## config.mk

```make
export PLATFORM = sky130hd
export DESIGN_NAME = fawd_top
export DESIGN_NICKNAME = d
export VERILOG_FILES = /design/src/hw/fawd_pkg.sv /design/src/hw/fawd_wd_if.sv /design/src/hw/fawd_watchdog.sv /design/src/hw/fawd_top.sv
export SDC_FILE = /design/constraint.sdc
export NUM_CORES = 1
export LEC_CHECK = 0
export BUFFER_PORTS_ARGS = -buffer_cell sky130_fd_sc_hd__buf_2
export CAP_MARGIN = 40
export CORE_MARGIN = 3
export CORE_UTILIZATION = 40
export DETAILED_ROUTE_END_ITERATION = 8
export PLACE_DENSITY_LB_ADDON = 0.08
export SLEW_MARGIN = 5
export SYNTH_ARGS = -nofsm -noshare
export SYNTH_HDL_FRONTEND = slang
export SYNTH_HIERARCHICAL = 1
export SYNTH_SLANG_ARGS = --single-unit
```

## constraint.sdc

```tcl
create_clock -name core_clk -period 17.75 [get_ports core_clk]
set_input_delay 4.4375 -clock core_clk [delete_from_list [all_inputs] [get_ports core_clk]]
set_output_delay 4.4375 -clock core_clk [all_outputs]
set_load 0.1 [all_outputs]
```

## src/hw/fawd_pkg.sv

```systemverilog
package fawd_pkg;

    // ****************************************************************
    // Register map and field layout
    // ****************************************************************
    localparam logic [7:0]  REG_CLEAR_CODE      = 8'h06;
    localparam logic [7:0]  REG_SOFT_RESET      = 8'h07;
    localparam logic [7:0]  REG_SPECIAL_CONFIG  = 8'h0b;
    localparam logic [7:0]  REG_ALARM_ACTION    = 8'h10;
    localparam logic [7:0]  REG_WATCHDOG_CONFIG = 8'h11;
    localparam logic [7:0]  REG_FAULT_MASK      = 8'h1d;

    localparam logic [15:0] CLEAR_CODE_RESET      = 16'h0000;
    localparam logic [15:0] SPECIAL_CONFIG_RESET  = 16'h0000;
    localparam logic [15:0] ALARM_ACTION_RESET    = 16'h8020;
    localparam logic [15:0] WATCHDOG_CONFIG_RESET = 16'h0018;
    localparam logic [15:0] FAULT_MASK_RESET      = 16'hefdf;
    localparam logic [7:0]  SOFT_RESET_KEY        = 8'had;

    localparam int SC_RELOAD_BIT = 2;
    localparam int SC_LEVEL_BIT  = 1;
    localparam int SC_AUX_BIT    = 0;
    localparam logic [15:0] SPECIAL_CONFIG_WMASK  = 16'h0007;
    localparam logic [15:0] WATCHDOG_CONFIG_WMASK = 16'h003f;

    localparam int WD_UP_LSB = 3;
    localparam int WD_LO_LSB = 1;
    localparam int WD_EN_BIT = 0;

    // Fault sources, index i uses alarm_action bits [2i+1:2i].
    localparam int NUM_FAULTS       = 8;
    localparam int FLT_OVERHEAT_WRN = 0;
    localparam int FLT_OVERHEAT_ERR = 1;
    localparam int FLT_REFERENCE    = 2;
    localparam int FLT_LINK_CHECK   = 3;
    localparam int FLT_FIRST_INPUT  = 4;
    localparam int FLT_SECOND_INPUT = 5;
    localparam int FLT_DIE_HEAT     = 6;
    localparam int FLT_SELF_DIAG    = 7;

    // Mask bit position for each fault source, in source order.
    localparam int MASK_POS [NUM_FAULTS] = '{0, 1, 5, 7, 3, 4, 2, 13};
    localparam int MASK_WD_BIT = 6;

    typedef enum logic [1:0] {
        FAWD_ACT_NONE,
        FAWD_ACT_CLEAR,
        FAWD_ACT_ALARM,
        FAWD_ACT_HIZ
    } fawd_action_e;

    // ****************************************************************
    // Timing
    // ****************************************************************
    localparam int CORE_CLK_HZ   = 100_000_000;
    localparam int WD_TICK_HZ    = 1200;
    localparam int OSC_HZ        = 1_228_800;
    localparam int OSC_DIV       = 1024;
    localparam int TICK_CYCLES   = CORE_CLK_HZ / (OSC_HZ / OSC_DIV);
    localparam int TICK_CNT_W    = 17;
    localparam int WD_CNT_W      = 13;

    localparam logic [15:0] VOLTAGE_OUTPUT_ALARM_LOW  = 16'h0000;
    localparam logic [15:0] VOLTAGE_OUTPUT_ALARM_HIGH = 16'hffff;

endpackage : fawd_pkg

```

## src/hw/fawd_wd_if.sv

```systemverilog
`timescale 1ns/100ps
interface fawd_wd_if;
    import fawd_pkg::*;
    logic       tick;
    logic       enable;
    logic [2:0] upper_code;
    logic [1:0] lower_code;
    logic       any_write;
    logic       wd_write;
    logic       error;
    logic [WD_CNT_W-1:0] count;

    modport ctrl (output tick, enable, upper_code, lower_code, any_write, wd_write,
                  input error, count);
    modport timer (input tick, enable, upper_code, lower_code, any_write, wd_write,
                   output error, count);
endinterface : fawd_wd_if

```

## src/hw/fawd_watchdog.sv

```systemverilog
`timescale 1ns/100ps
module fawd_watchdog
    import fawd_pkg::*;
(
    input  wire logic   core_clk,
    input  wire logic   rst,
    fawd_wd_if.timer    wd
);

    logic [WD_CNT_W-1:0] count_q;
    logic                error_q;
    logic [WD_CNT_W-1:0] upper_ticks;
    logic [WD_CNT_W-1:0] lower_ticks;
    logic                restart;
    logic                early;

    always_comb begin
        case (wd.upper_code)
            3'h0:    upper_ticks = 13'd64;
            3'h1:    upper_ticks = 13'd128;
            3'h2:    upper_ticks = 13'd512;
            3'h3:    upper_ticks = 13'd1024;
            3'h4:    upper_ticks = 13'd2048;
            3'h5:    upper_ticks = 13'd3072;
            3'h6:    upper_ticks = 13'd4096;
            default: upper_ticks = 13'd6144;
        endcase
        case (wd.lower_code)
            2'h1:    lower_ticks = 13'd64;
            2'h2:    lower_ticks = 13'd128;
            2'h3:    lower_ticks = 13'd512;
            default: lower_ticks = 13'd0;
        endcase
    end

    // With a window only the watchdog register restarts; otherwise any write.
    assign restart = (wd.lower_code != 2'h0) ? wd.wd_write : wd.any_write;
    assign early   = (wd.lower_code != 2'h0) && wd.wd_write
                     && (count_q < lower_ticks);

    always_ff @(posedge core_clk) begin
        if (rst || !wd.enable) begin
            count_q <= '0;
        end else if (restart) begin
            count_q <= '0;
        end else if (wd.tick && count_q <= upper_ticks) begin
            count_q <= count_q + 13'd1;
        end
    end

    // The error is sticky until a valid restart or the watchdog is disabled.
    always_ff @(posedge core_clk) begin
        if (rst || !wd.enable) begin
            error_q <= 1'b0;
        end else if (early || (count_q > upper_ticks)) begin
            error_q <= 1'b1;
        end else if (restart) begin
            error_q <= 1'b0;
        end
    end

    assign wd.error = error_q;
    assign wd.count = count_q;

endmodule : fawd_watchdog

```

## src/hw/fawd_top.sv

```systemverilog
`timescale 1ns/100ps
// Overview of operation
// - Soft reset also reloads factory trim only when the reload bit is set.
// - Effective alarm level is level bit OR pin, pin only when aux disabled.
// - Reset or alarm action drives output low or high per effective level.
// - Aux enable low: pin is polarity, converter samples ground; high: input.
// - Action codes: none, clear, alarm level, high impedance.
// - Self-diagnostic action in bits 15..14, resets to alarm level.
// - Bits 13..12 act on die temperature threshold fault, reset none.
// - Bits 11..10 act on second input threshold fault, reset none.
// - Bits 9..8 act on first input threshold fault, reset none.
// - Bits 7..6 act on frame check or watchdog error, reset none.
// - Bits 5..4 act on reference fault, reset to alarm level.
// - Bits 3..2 act on overheat error above 130 C, reset none.
// - Bits 1..0 act on overheat warning above 85 C, reset none.
// - Watchdog counts 1200 Hz ticks from oscillator divided by 1024.
// - Upper limit codes select 64 to 6144 ticks, reset code 3.
// - Enabled watchdog errors when count passes upper limit unrestarted.
// - Lower limit codes select off, 64, 128 or 512 ticks, reset off.
// - With lower limit on, only watchdog register writes restart the timer.
// - With lower limit on, early or late watchdog writes raise an error.
// - Watchdog register bit 0 enables the watchdog, default off.
// - Status flags always follow faults; masks block the alarm action.
// - Clear action drives the converter with the clear code register.
// - Writing ADh to the soft reset field starts a software reset.
module fawd_top
    import fawd_pkg::*;
(
    input  wire logic                  core_clk,
    input  wire logic                  rst,
    input  wire logic                  hw_reset_active,
    input  wire logic                  reg_wr,
    input  wire logic [7:0]            reg_addr,
    input  wire logic [15:0]           reg_wdata,
    output logic      [15:0]           reg_rdata,
    input  wire logic                  polarity_or_aux_pin,
    input  wire logic [NUM_FAULTS-1:0] fault_in,
    input  wire logic [15:0]           dac_code_in,
    output logic      [NUM_FAULTS-1:0] fault_status,
    output logic                       watchdog_error,
    output logic                       soft_reset_pulse,
    output logic                       trim_reload_pulse,
    output logic                       aux_channel_active,
    output logic                       effective_alarm_level,
    output logic      [15:0]           voltage_output_code,
    output logic                       voltage_output_hiz
);

    // ****************************************************************
    // Register file
    // ****************************************************************
    logic [15:0] special_config_q;
    logic [15:0] alarm_action_q;
    logic [15:0] watchdog_config_q;
    logic [15:0] clear_code_q;
    logic [15:0] fault_mask_q;
    logic        soft_reset_q;
    logic        trim_reload_q;

    always_ff @(posedge core_clk) begin
        if (rst || soft_reset_q) begin
            special_config_q  <= SPECIAL_CONFIG_RESET;
            alarm_action_q    <= ALARM_ACTION_RESET;
            watchdog_config_q <= WATCHDOG_CONFIG_RESET;
            clear_code_q      <= CLEAR_CODE_RESET;
            fault_mask_q      <= FAULT_MASK_RESET;
        end else if (reg_wr) begin
            case (reg_addr)
                REG_SPECIAL_CONFIG:  special_config_q  <= reg_wdata & SPECIAL_CONFIG_WMASK;
                REG_ALARM_ACTION:    alarm_action_q    <= reg_wdata;
                REG_WATCHDOG_CONFIG: watchdog_config_q <= reg_wdata & WATCHDOG_CONFIG_WMASK;
                REG_CLEAR_CODE:      clear_code_q      <= reg_wdata;
                REG_FAULT_MASK:      fault_mask_q      <= reg_wdata;
                default: begin
                end
            endcase
        end
    end

    // ****************************************************************
    // Software reset
    // ****************************************************************
    always_ff @(posedge core_clk) begin
        if (rst) begin
            soft_reset_q  <= 1'b0;
            trim_reload_q <= 1'b0;
        end else begin
            soft_reset_q  <= reg_wr && reg_addr == REG_SOFT_RESET
                             && reg_wdata[7:0] == SOFT_RESET_KEY;
            trim_reload_q <= reg_wr && reg_addr == REG_SOFT_RESET
                             && reg_wdata[7:0] == SOFT_RESET_KEY
                             && special_config_q[SC_RELOAD_BIT];
        end
    end

    assign soft_reset_pulse  = soft_reset_q;
    assign trim_reload_pulse = trim_reload_q;

    always_comb begin
        case (reg_addr)
            REG_SPECIAL_CONFIG:  reg_rdata = special_config_q;
            REG_ALARM_ACTION:    reg_rdata = alarm_action_q;
            REG_WATCHDOG_CONFIG: reg_rdata = watchdog_config_q;
            REG_CLEAR_CODE:      reg_rdata = clear_code_q;
            REG_FAULT_MASK:      reg_rdata = fault_mask_q;
            default:             reg_rdata = 16'h0000;
        endcase
    end

    // ****************************************************************
    // Polarity pin synchroniser and alarm level
    // ****************************************************************
    logic [2:0] pin_sync_q;
    logic       pin_level_q;

    always_ff @(posedge core_clk) begin
        if (rst) begin
            pin_sync_q <= 3'h0;
        end else begin
            pin_sync_q <= {pin_sync_q[1:0], polarity_or_aux_pin};
        end
    end

    always_ff @(posedge core_clk) begin
        if (rst) begin
            pin_level_q <= 1'b0;
        end else if (pin_sync_q[1] == pin_sync_q[2]) begin
            pin_level_q <= pin_sync_q[2];
        end
    end

    logic alarm_level;
    assign alarm_level = special_config_q[SC_LEVEL_BIT]
                         | (pin_level_q & ~special_config_q[SC_AUX_BIT]);
    assign aux_channel_active = special_config_q[SC_AUX_BIT];

    // ****************************************************************
    // Watchdog tick divider and timer
    // ****************************************************************
    logic [TICK_CNT_W-1:0] tick_cnt_q;
    logic                  tick_q;

    always_ff @(posedge core_clk) begin
        if (rst) begin
            tick_cnt_q <= '0;
            tick_q     <= 1'b0;
        end else if (tick_cnt_q == TICK_CNT_W'(TICK_CYCLES - 1)) begin
            tick_cnt_q <= '0;
            tick_q     <= 1'b1;
        end else begin
            tick_cnt_q <= tick_cnt_q + 1'b1;
            tick_q     <= 1'b0;
        end
    end

    fawd_wd_if wd_bus ();

    assign wd_bus.tick       = tick_q;
    assign wd_bus.enable     = watchdog_config_q[WD_EN_BIT];
    assign wd_bus.upper_code = watchdog_config_q[WD_UP_LSB +: 3];
    assign wd_bus.lower_code = watchdog_config_q[WD_LO_LSB +: 2];
    assign wd_bus.any_write  = reg_wr;
    assign wd_bus.wd_write   = reg_wr && reg_addr == REG_WATCHDOG_CONFIG;

    fawd_watchdog u_watchdog (
        .core_clk (core_clk),
        .rst      (rst),
        .wd       (wd_bus.timer)
    );

    assign watchdog_error = wd_bus.error;

    // ****************************************************************
    // Fault action selection
    // ****************************************************************
    logic [NUM_FAULTS-1:0] fault_now;
    logic [NUM_FAULTS-1:0] fault_armed;
    logic [1:0]            act_code [NUM_FAULTS];

    always_comb begin
        fault_now = fault_in;
        fault_now[FLT_LINK_CHECK] = fault_in[FLT_LINK_CHECK] | wd_bus.error;
    end

    genvar gi;
    generate
        for (gi = 0; gi < NUM_FAULTS; gi++) begin : g_fault
            // Link source: frame fault is blocked by its own mask bit, watchdog error by the watchdog mask bit.
            if (gi == FLT_LINK_CHECK) begin : g_link
                assign fault_armed[gi] =
                    (fault_in[gi] & ~fault_mask_q[MASK_POS[gi]])
                    | (wd_bus.error & ~fault_mask_q[MASK_WD_BIT]);
            end else begin : g_plain
                assign fault_armed[gi] = fault_now[gi] & ~fault_mask_q[MASK_POS[gi]];
            end
            // Bits 2i+1:2i: placement.
            assign act_code[gi] = alarm_action_q[2*gi +: 2];
        end
    endgenerate

    always_ff @(posedge core_clk) begin
        if (rst) begin
            fault_status <= '0;
        end else begin
            fault_status <= fault_now;
        end
    end

    fawd_action_e action;
    always_comb begin
        action = FAWD_ACT_NONE;
        for (int i = 0; i < NUM_FAULTS; i++) begin
            if (fault_armed[i] && act_code[i] > action) begin
                action = fawd_action_e'(act_code[i]);
            end
        end
    end

    // ****************************************************************
    // Output state
    // ****************************************************************
    logic [15:0] voltage_output_q;
    logic        hiz_q;
    logic        level_q;

    always_ff @(posedge core_clk) begin
        if (rst) begin
            voltage_output_q  <= VOLTAGE_OUTPUT_ALARM_LOW;
            hiz_q   <= 1'b0;
            level_q <= 1'b0;
        end else begin
            level_q <= alarm_level;
            hiz_q   <= 1'b0;
            if (hw_reset_active) begin
                voltage_output_q <= alarm_level ? VOLTAGE_OUTPUT_ALARM_HIGH : VOLTAGE_OUTPUT_ALARM_LOW;
            end else begin
                case (action)
                    FAWD_ACT_CLEAR: voltage_output_q <= clear_code_q;
                    FAWD_ACT_ALARM: voltage_output_q <= alarm_level ? VOLTAGE_OUTPUT_ALARM_HIGH
                                                          : VOLTAGE_OUTPUT_ALARM_LOW;
                    FAWD_ACT_HIZ: begin
                        voltage_output_q <= dac_code_in;
                        hiz_q  <= 1'b1;
                    end
                    default: voltage_output_q <= dac_code_in;
                endcase
            end
        end
    end

    assign voltage_output_code   = voltage_output_q;
    assign voltage_output_hiz    = hiz_q;
    assign effective_alarm_level = level_q;

endmodule : fawd_top

```

==> After elaboration in Yosys (flattened, before gate mapping) <==
Cells that the tools add are included.
{ "word_totals": {"ff_bits": 121, "input_bits": 53, "out_inout_bits": 46, "wordCells": 123} }
{ "classes": {"n_addsub": 2, "order_cmp": 11, "n_eq_ne": 21, "n_mux": 19, "bitwise_logic": 23, "reduce_logical": 30} }
{ "op_table": {"columns": ["op", "n"], "rows": [
  ["13-bit case mux with 7 select lines", 1],
  ["16-bit case mux with 5 select lines", 1],
  ["16-bit 2-to-1 mux", 2],
  ["16-bit case mux with 2 select lines", 1],
  ["10-bit case mux with 3 select lines", 1],
  ["8-bit by 5-bit equality test with 1-bit output, second input constant", 3],
  ["17-bit by 1-bit adder with 17-bit output, second input constant", 1],
  ["17-bit equality test, second input constant", 1],
  ["8-bit by 3-bit equality test with 1-bit output, second input constant", 2],
  ["2-bit 2-to-1 mux", 8],
  ["1-bit logical AND", 15],
  ["2-bit > comparator", 7],
  ["13-bit by 1-bit adder with 13-bit output, second input constant", 1],
  ["13-bit > comparator", 1],
  ["13-bit less-or-equal comparator", 1],
  ["13-bit by 10-bit < comparator with 1-bit output", 1],
  ["1-bit bitwise AND", 10],
  ["1-bit NOT", 10],
  ["2-bit AND reduction", 5],
  ["3-bit equality test, second input constant", 3],
  ["2-bit equality test, second input constant", 4],
  ["8-bit by 4-bit equality test with 1-bit output, second input constant", 1],
  ["8-bit equality test, second input constant", 1],
  ["3-bit by 2-bit equality test with 1-bit output, second input constant", 2],
  ["other kinds (11)", 23]
]} }

==> Logic depth before layout (Yosys ltp) <==
{ "depth": {"depth_word": 28, "depth_mapped": 45, "ltp_nobuf": 44} }

==> Modules after synthesis <==
Netlist, hierarchy kept.
{ "by_module_without_submodules": {"columns": ["mod", "n_inst", "cells_per_inst", "area_each_um2"], "rows": [
  ["fawd_top", 1, 613, 4892.2],
  ["fawd_watchdog", 1, 116, 1024.7]
]} }

==> Worst setup path before layout <==
No wires, ideal clock.
{ "synth_path": {"path_type": "input to register", "start": "input fault_in[0]", "end": "register voltage_output_q[10], in the netlist voltage_output_code[10]", "t_arrival_ns": 12.353, "t_required_ns": 17.618, "slack_ns": 5.265, "path_stages": 44, "n_path_buf": 1, "cell_sequence": "nand3b_2 ha_1 nor2b_4 o211a_4 mux2_2 ha_1 nor2_1 o21ai_0 or3_1 and4bb_1 nor2_1 ha_1 nor2_1 a21oi_1 o32a_2 a21oi_1 ha_1 nor2_1 (+8 left out) nor2_1 ha_1 nor2_1 nand2_1 o21ai_0 nand2_1 o31ai_2 ha_1 a211oi_1 o21ai_0 a31o_2 a21oi_1 ha_1 inv_1 o21ai_1 clkbuf_1 a21oi_1 o21ai_0"} }
{ "synth_via": {"elab_chain_cells": 27, "elab_cells_between_ends": 28, "classes_between": "order compare: 7; eq/ne: 2; mux: 10; bitwise: 1; reduce/logical: 8"} }
{ "synth_rtl": {"columns": ["item", "line_no", "text"], "rows": [
  ["start, declared", "fawd_top.sv:37", "input wire logic [NUM_FAULTS-1:0] fault_in,"],
  ["1-bit bitwise AND *", "fawd_top.sv:194", "assign fault_armed[gi] = fault_now[gi] & ~fault_mask_q[MASK_POS[gi]];"],
  ["1-bit logical AND *", "fawd_top.sv:213", "if (fault_armed[i] && act_code[i] > action) begin"],
  ["2-bit 2-to-1 mux *", "fawd_top.sv:213", null],
  ["2-bit > comparator", "fawd_top.sv:213", null],
  ["1-bit logical AND", "fawd_top.sv:213", null],
  ["2-bit 2-to-1 mux *", "fawd_top.sv:213", null],
  ["2-bit > comparator", "fawd_top.sv:213", null],
  ["1-bit logical AND", "fawd_top.sv:213", null],
  ["(+11 left out)", null, null],
  ["1-bit logical AND", "fawd_top.sv:213", null],
  ["2-bit 2-to-1 mux *", "fawd_top.sv:213", null],
  ["2-bit > comparator", "fawd_top.sv:213", null],
  ["1-bit logical AND", "fawd_top.sv:213", null],
  ["2-bit 2-to-1 mux *", "fawd_top.sv:213", null],
  ["2-bit equality test / 2-bit by 1-bit equality test with 1-bit output (equally long branches)", "fawd_top.sv:237", "case (action)"],
  ["16-bit case mux with 2 select lines *", "fawd_top.sv:237", null],
  ["16-bit 2-to-1 mux *", "fawd_top.sv:234", "if (hw_reset_active) begin"],
  ["end signal, assigned", "fawd_top.sv:235", "voltage_output_q <= alarm_level ? VOLTAGE_OUTPUT_ALARM_HIGH : VOLTAGE_OUTPUT_ALARM_LOW;"],
  ["end signal, assigned", "fawd_top.sv:238", "FAWD_ACT_CLEAR: voltage_output_q <= clear_code_q;"],
  ["end signal, assigned", "fawd_top.sv:239", "FAWD_ACT_ALARM: voltage_output_q <= alarm_level ? VOLTAGE_OUTPUT_ALARM_HIGH"],
  ["end, declared", "fawd_top.sv:222", "logic [15:0] voltage_output_q;"]
]} }
Mark *: on every way between the ends. The rest lies on a longest branch, timed or not.
A chain may end at the register's enable or synchronous reset.

==> Final worst setup path <==
{ "layout_path": {"start": "input fault_in[0]", "end": "register voltage_output_q[12], in the netlist voltage_output_code[12]"} }
Same word-level chain as after synthesis.

==> flow_summary.ini <==
[worst_setup_path]
arrival_ns = 13.83
crit_path_end_kind = flip-flop
crit_type = in -> reg
crit_top_cell = ha_1
reg2reg_depth = 44
start_kind = input port
slowest_delay_ns = 0.43
crit_buf_inv = 3
worstReg2RegStart = fault_mask_q[0]
path_max_fanout = 17
r2r-end = voltage_output_code[12]
cpMaxStageDelayCell = o32a_2
path_delay_family = compound AO/OA/AOI/OAI gates
regToRegSetupSlack_ns = 7.82
critical_path_required_ns = 18.02

[worst_hold_path]
hold_class = reg -> reg
min_to = pin_sync_q[1]
min_delay_path_depth = 1
min_from = pin_sync_q[0]

[timing]
rsz0062_at_grt = no
drv_slew = 0
setup_viol = 0
period_minus_slack_ns = 13.56
tns_ns = 0
max_freq_mhz = 73.8
hold_viol = 0
clock_skew_ns = 0.00845
slew_headroom_pct = 42.2
layout_setup_ws_ns = 4.19
finalCritPeriodShare_pct = 76.4
worst_pin_slew_ns = 0.864

[yosys]
async_reset_ff_share_pct = 0
synth_area_per_cell_um2 = 8.12
yosys.area.top_type = dfxtp_1
yosys_register_bits = 121
yosysWarnings = 6
synth_edf_count = 0
synth_top_flop_cell = dfxtp_1
syn-num-nets = 805
synth.distinct_cells = 71
yosys.area.top_type_share_pct = 40.9
syn_inst = 729
syn-cell-area_um2 = 5920
seq_area_frac_synth_pct = 40.9
synth.area.top_cells = dfxtp_1 (41%), nand2_1 (8.0%), a21oi_1 (6.0%), ha_1 (4.9%), nand3_1 (4.2%)

[place]
hpwl_mm = 12.1
routabilityCongestion = 0.898
place.port_buffers = 98
dp_slack_ns = 3.94

[routing]
drc = 0
drtIter0Drc = 400
postRouteWirelength_mm = 17.2
ant_nets = 0
wl_per_cell_um = 17.0
via_count = 5575
viasPerCell = 5.53
firstDrtPassIters = 7

[layout]
fillers = 1375
nets = 892
n_antenna_cell = 0
layout-drive-gt1-share_pct = 19.8
areaGrowthSynthToFinish_pct = 21.1
fin_util_pct = 50.6

[global_route]
track_usage_pct = 21.4
grt_overflow = 0
antenna_found_initial = 0
grt_pass1_wl_mm = 27.6
grt_max_degree = 40
grt_pass1_vias = 5293

[pwr]
power.density_nw_per_um2 = 100
power_leakage_uw = 0.00300
ir_drop_uv = 72.6

[floorplan]
dieArea_um2 = 16300
ios = 99
initial_core_util_pct = 41.8
coreArea_um2 = 14100
die_height_um = 128
row_count = 43
dieWidth_um = 128

[clock_tree]
cts_buffers = 17
cts_tree = done
clkTransAtPathRegs_ns = 0.06
clk-insertion-delay-late_ns = 0.42
hold_buffers = 0
cts_resized = 0
clock_path_buffers = 2
clock_sinks = 121
cts-root-buf = clkbuf_16
post_cts_buffers = 0
htreeDepth = 4

[job]
max_cap_viol_count = 0

[status]
outcome = finished, final reports clean
==> worst reg2reg max path, delay by kind of cell (launching register included) <==
family,cells,cell delay (ns)
simple gates,13,2.10
fa+ha+maj,9,2.35
buf+inv,2,0.58
compound gates,19,4.04
flops,1,0.35
mux,1,0.35
==> cells in the final DEF, fill, tap and decap left out, types with 3 or more instances in the layout <==
cell type / instances
a211oi_1: 4
a21oi_1: 71
dfxtp_1: 121
mux2i_1: 6
a222oi_1: 10
xnor2_1: 11
o21ai_0: 46
ha_1: 23
nand2b_1: 5
nand2_1: 126
nor3_1: 6
buf_4: 5
xor2_1: 11
o21ai_1: 3
nor4b_1: 3
nand3_1: 50
nand3b_1: 4
clkinv_2: 3
clkbuf_16: 17
and2_1: 5
a221o_1: 6
nor4_1: 3
nor4_2: 5
nand4_1: 6
inv_1: 34
buf_2: 98
nor2b_1: 13
or3_1: 6
nor2_1: 58
bufinv_16: 5
and3_1: 6
==> metal layers <==
| layer | track usage (%) | wire length [µm] | vias up |
|---|---|---|---|
| li1 | - | - | 2726 |
| met1 | 31.3 | 8510 | 2637 |
| met2 | 31.3 | 7350 | 195 |
| met3 | 4.18 | 1110 | 17 |
| met4 | 7.24 | 218 | 0 |
| met5 | 0 | 0 | - |
==> cell type report <==
type / instances / area, µm² / area share (%)
Tap cell: 180 / 225 / 3.14
Inverter: 34 / 128 / 1.78
Sequential cell: 121 / 2420 / 33.8
Clock buffer: 19 / 453 / 6.32
Timing Repair Buffer: 103 / 528 / 7.37
Multi-Input combinational cell: 539 / 3210 / 44.8
Clock inverter: 12 / 198 / 2.76
==> report_power, final <==
part           switching [µW]  internal [µW]
registers                1.61            276
clock network             126            255
logic                    44.3           14.0
total                     172            545
==> worst max-delay path by stage <==
stage	startpoint	to	slack (ns)	cells after the start
2_1_floorplan	fault_in[0]	voltage_output_code[10]	5.27	44
3_3_place_gp	fault_in[0]	voltage_output_code[15]	4.35	44
3_5_place_dp	fault_in[0]	voltage_output_code[9]	3.94	45
4_1_cts	fault_in[0]	voltage_output_code[12]	4.30	45
5_1_grt	fault_in[0]	voltage_output_code[7]	3.42	45
6_report	fault_in[0]	voltage_output_code[12]	4.19	45
==> sequential cells by signal, indices dropped and copies added, names as in the netlist <==
signal	count
pin_level_q	1
watchdog_config_q	6
clear_code_q	16
voltage_output_hiz	1
alarm_action_q	16
fault_mask_q	16
special_config_q	3
tick_q	1
soft_reset_pulse	1
fault_status	8
effective_alarm_level	1
trim_reload_pulse	1
u_watchdog/wd.error	1
u_watchdog/wd.count	13
tick_cnt_q	17
voltage_output_code	16
pin_sync_q	3
==> logic make-up after synthesis <==
group / Yosys count / share of synthesized area [%]
flip-flops: 121 / 40.9
AND/OR/NAND/NOR: 321 / 27.2
XOR/XNOR: 22 / 3.26
multiplexers: 7 / 1.21
AO/OA/AOI/OAI: 164 / 17.3
adder cells (fa/ha/maj): 25 / 5.24
buffers and inverters: 69 / 4.80
==> synthesized netlist by cell type, types with 3 or more instances <==
cell	number
or3_1	6
nand3_1	50
a211oi_1	4
nand4_1	6
nor2b_1	13
and3_1	6
dfxtp_1	121
a221o_1	6
a222oi_1	10
mux2i_1	6
o21ai_0	46
nor4_1	3
nand2_1	126
nor3_1	6
xnor2_1	11
a21oi_1	71
nor4b_1	3
clkbuf_1	25
inv_1	34
nand3b_1	4
and2_1	5
nor4_2	5
buf_2	5
nor2_1	58
o21ai_1	3
xor2_1	11
ha_1	23
nand2b_1	5
==> per-stage QoR <==
stage | area, µm² | power, µW | cells | hold slack, ns
floorplan | 5920 | 324 | 729 | 0.414
global placement | 6510 | 340 | 976 | 0.435
detailed placement | 6510 | 341 | 977 | 0.449
CTS | 7160 | 723 | 1008 | 0.452
global route | 7160 | 739 | 1008 | 0.482
finish | 7160 | 717 | 1008 | 0.441
(Power assumes the default switching activity.)
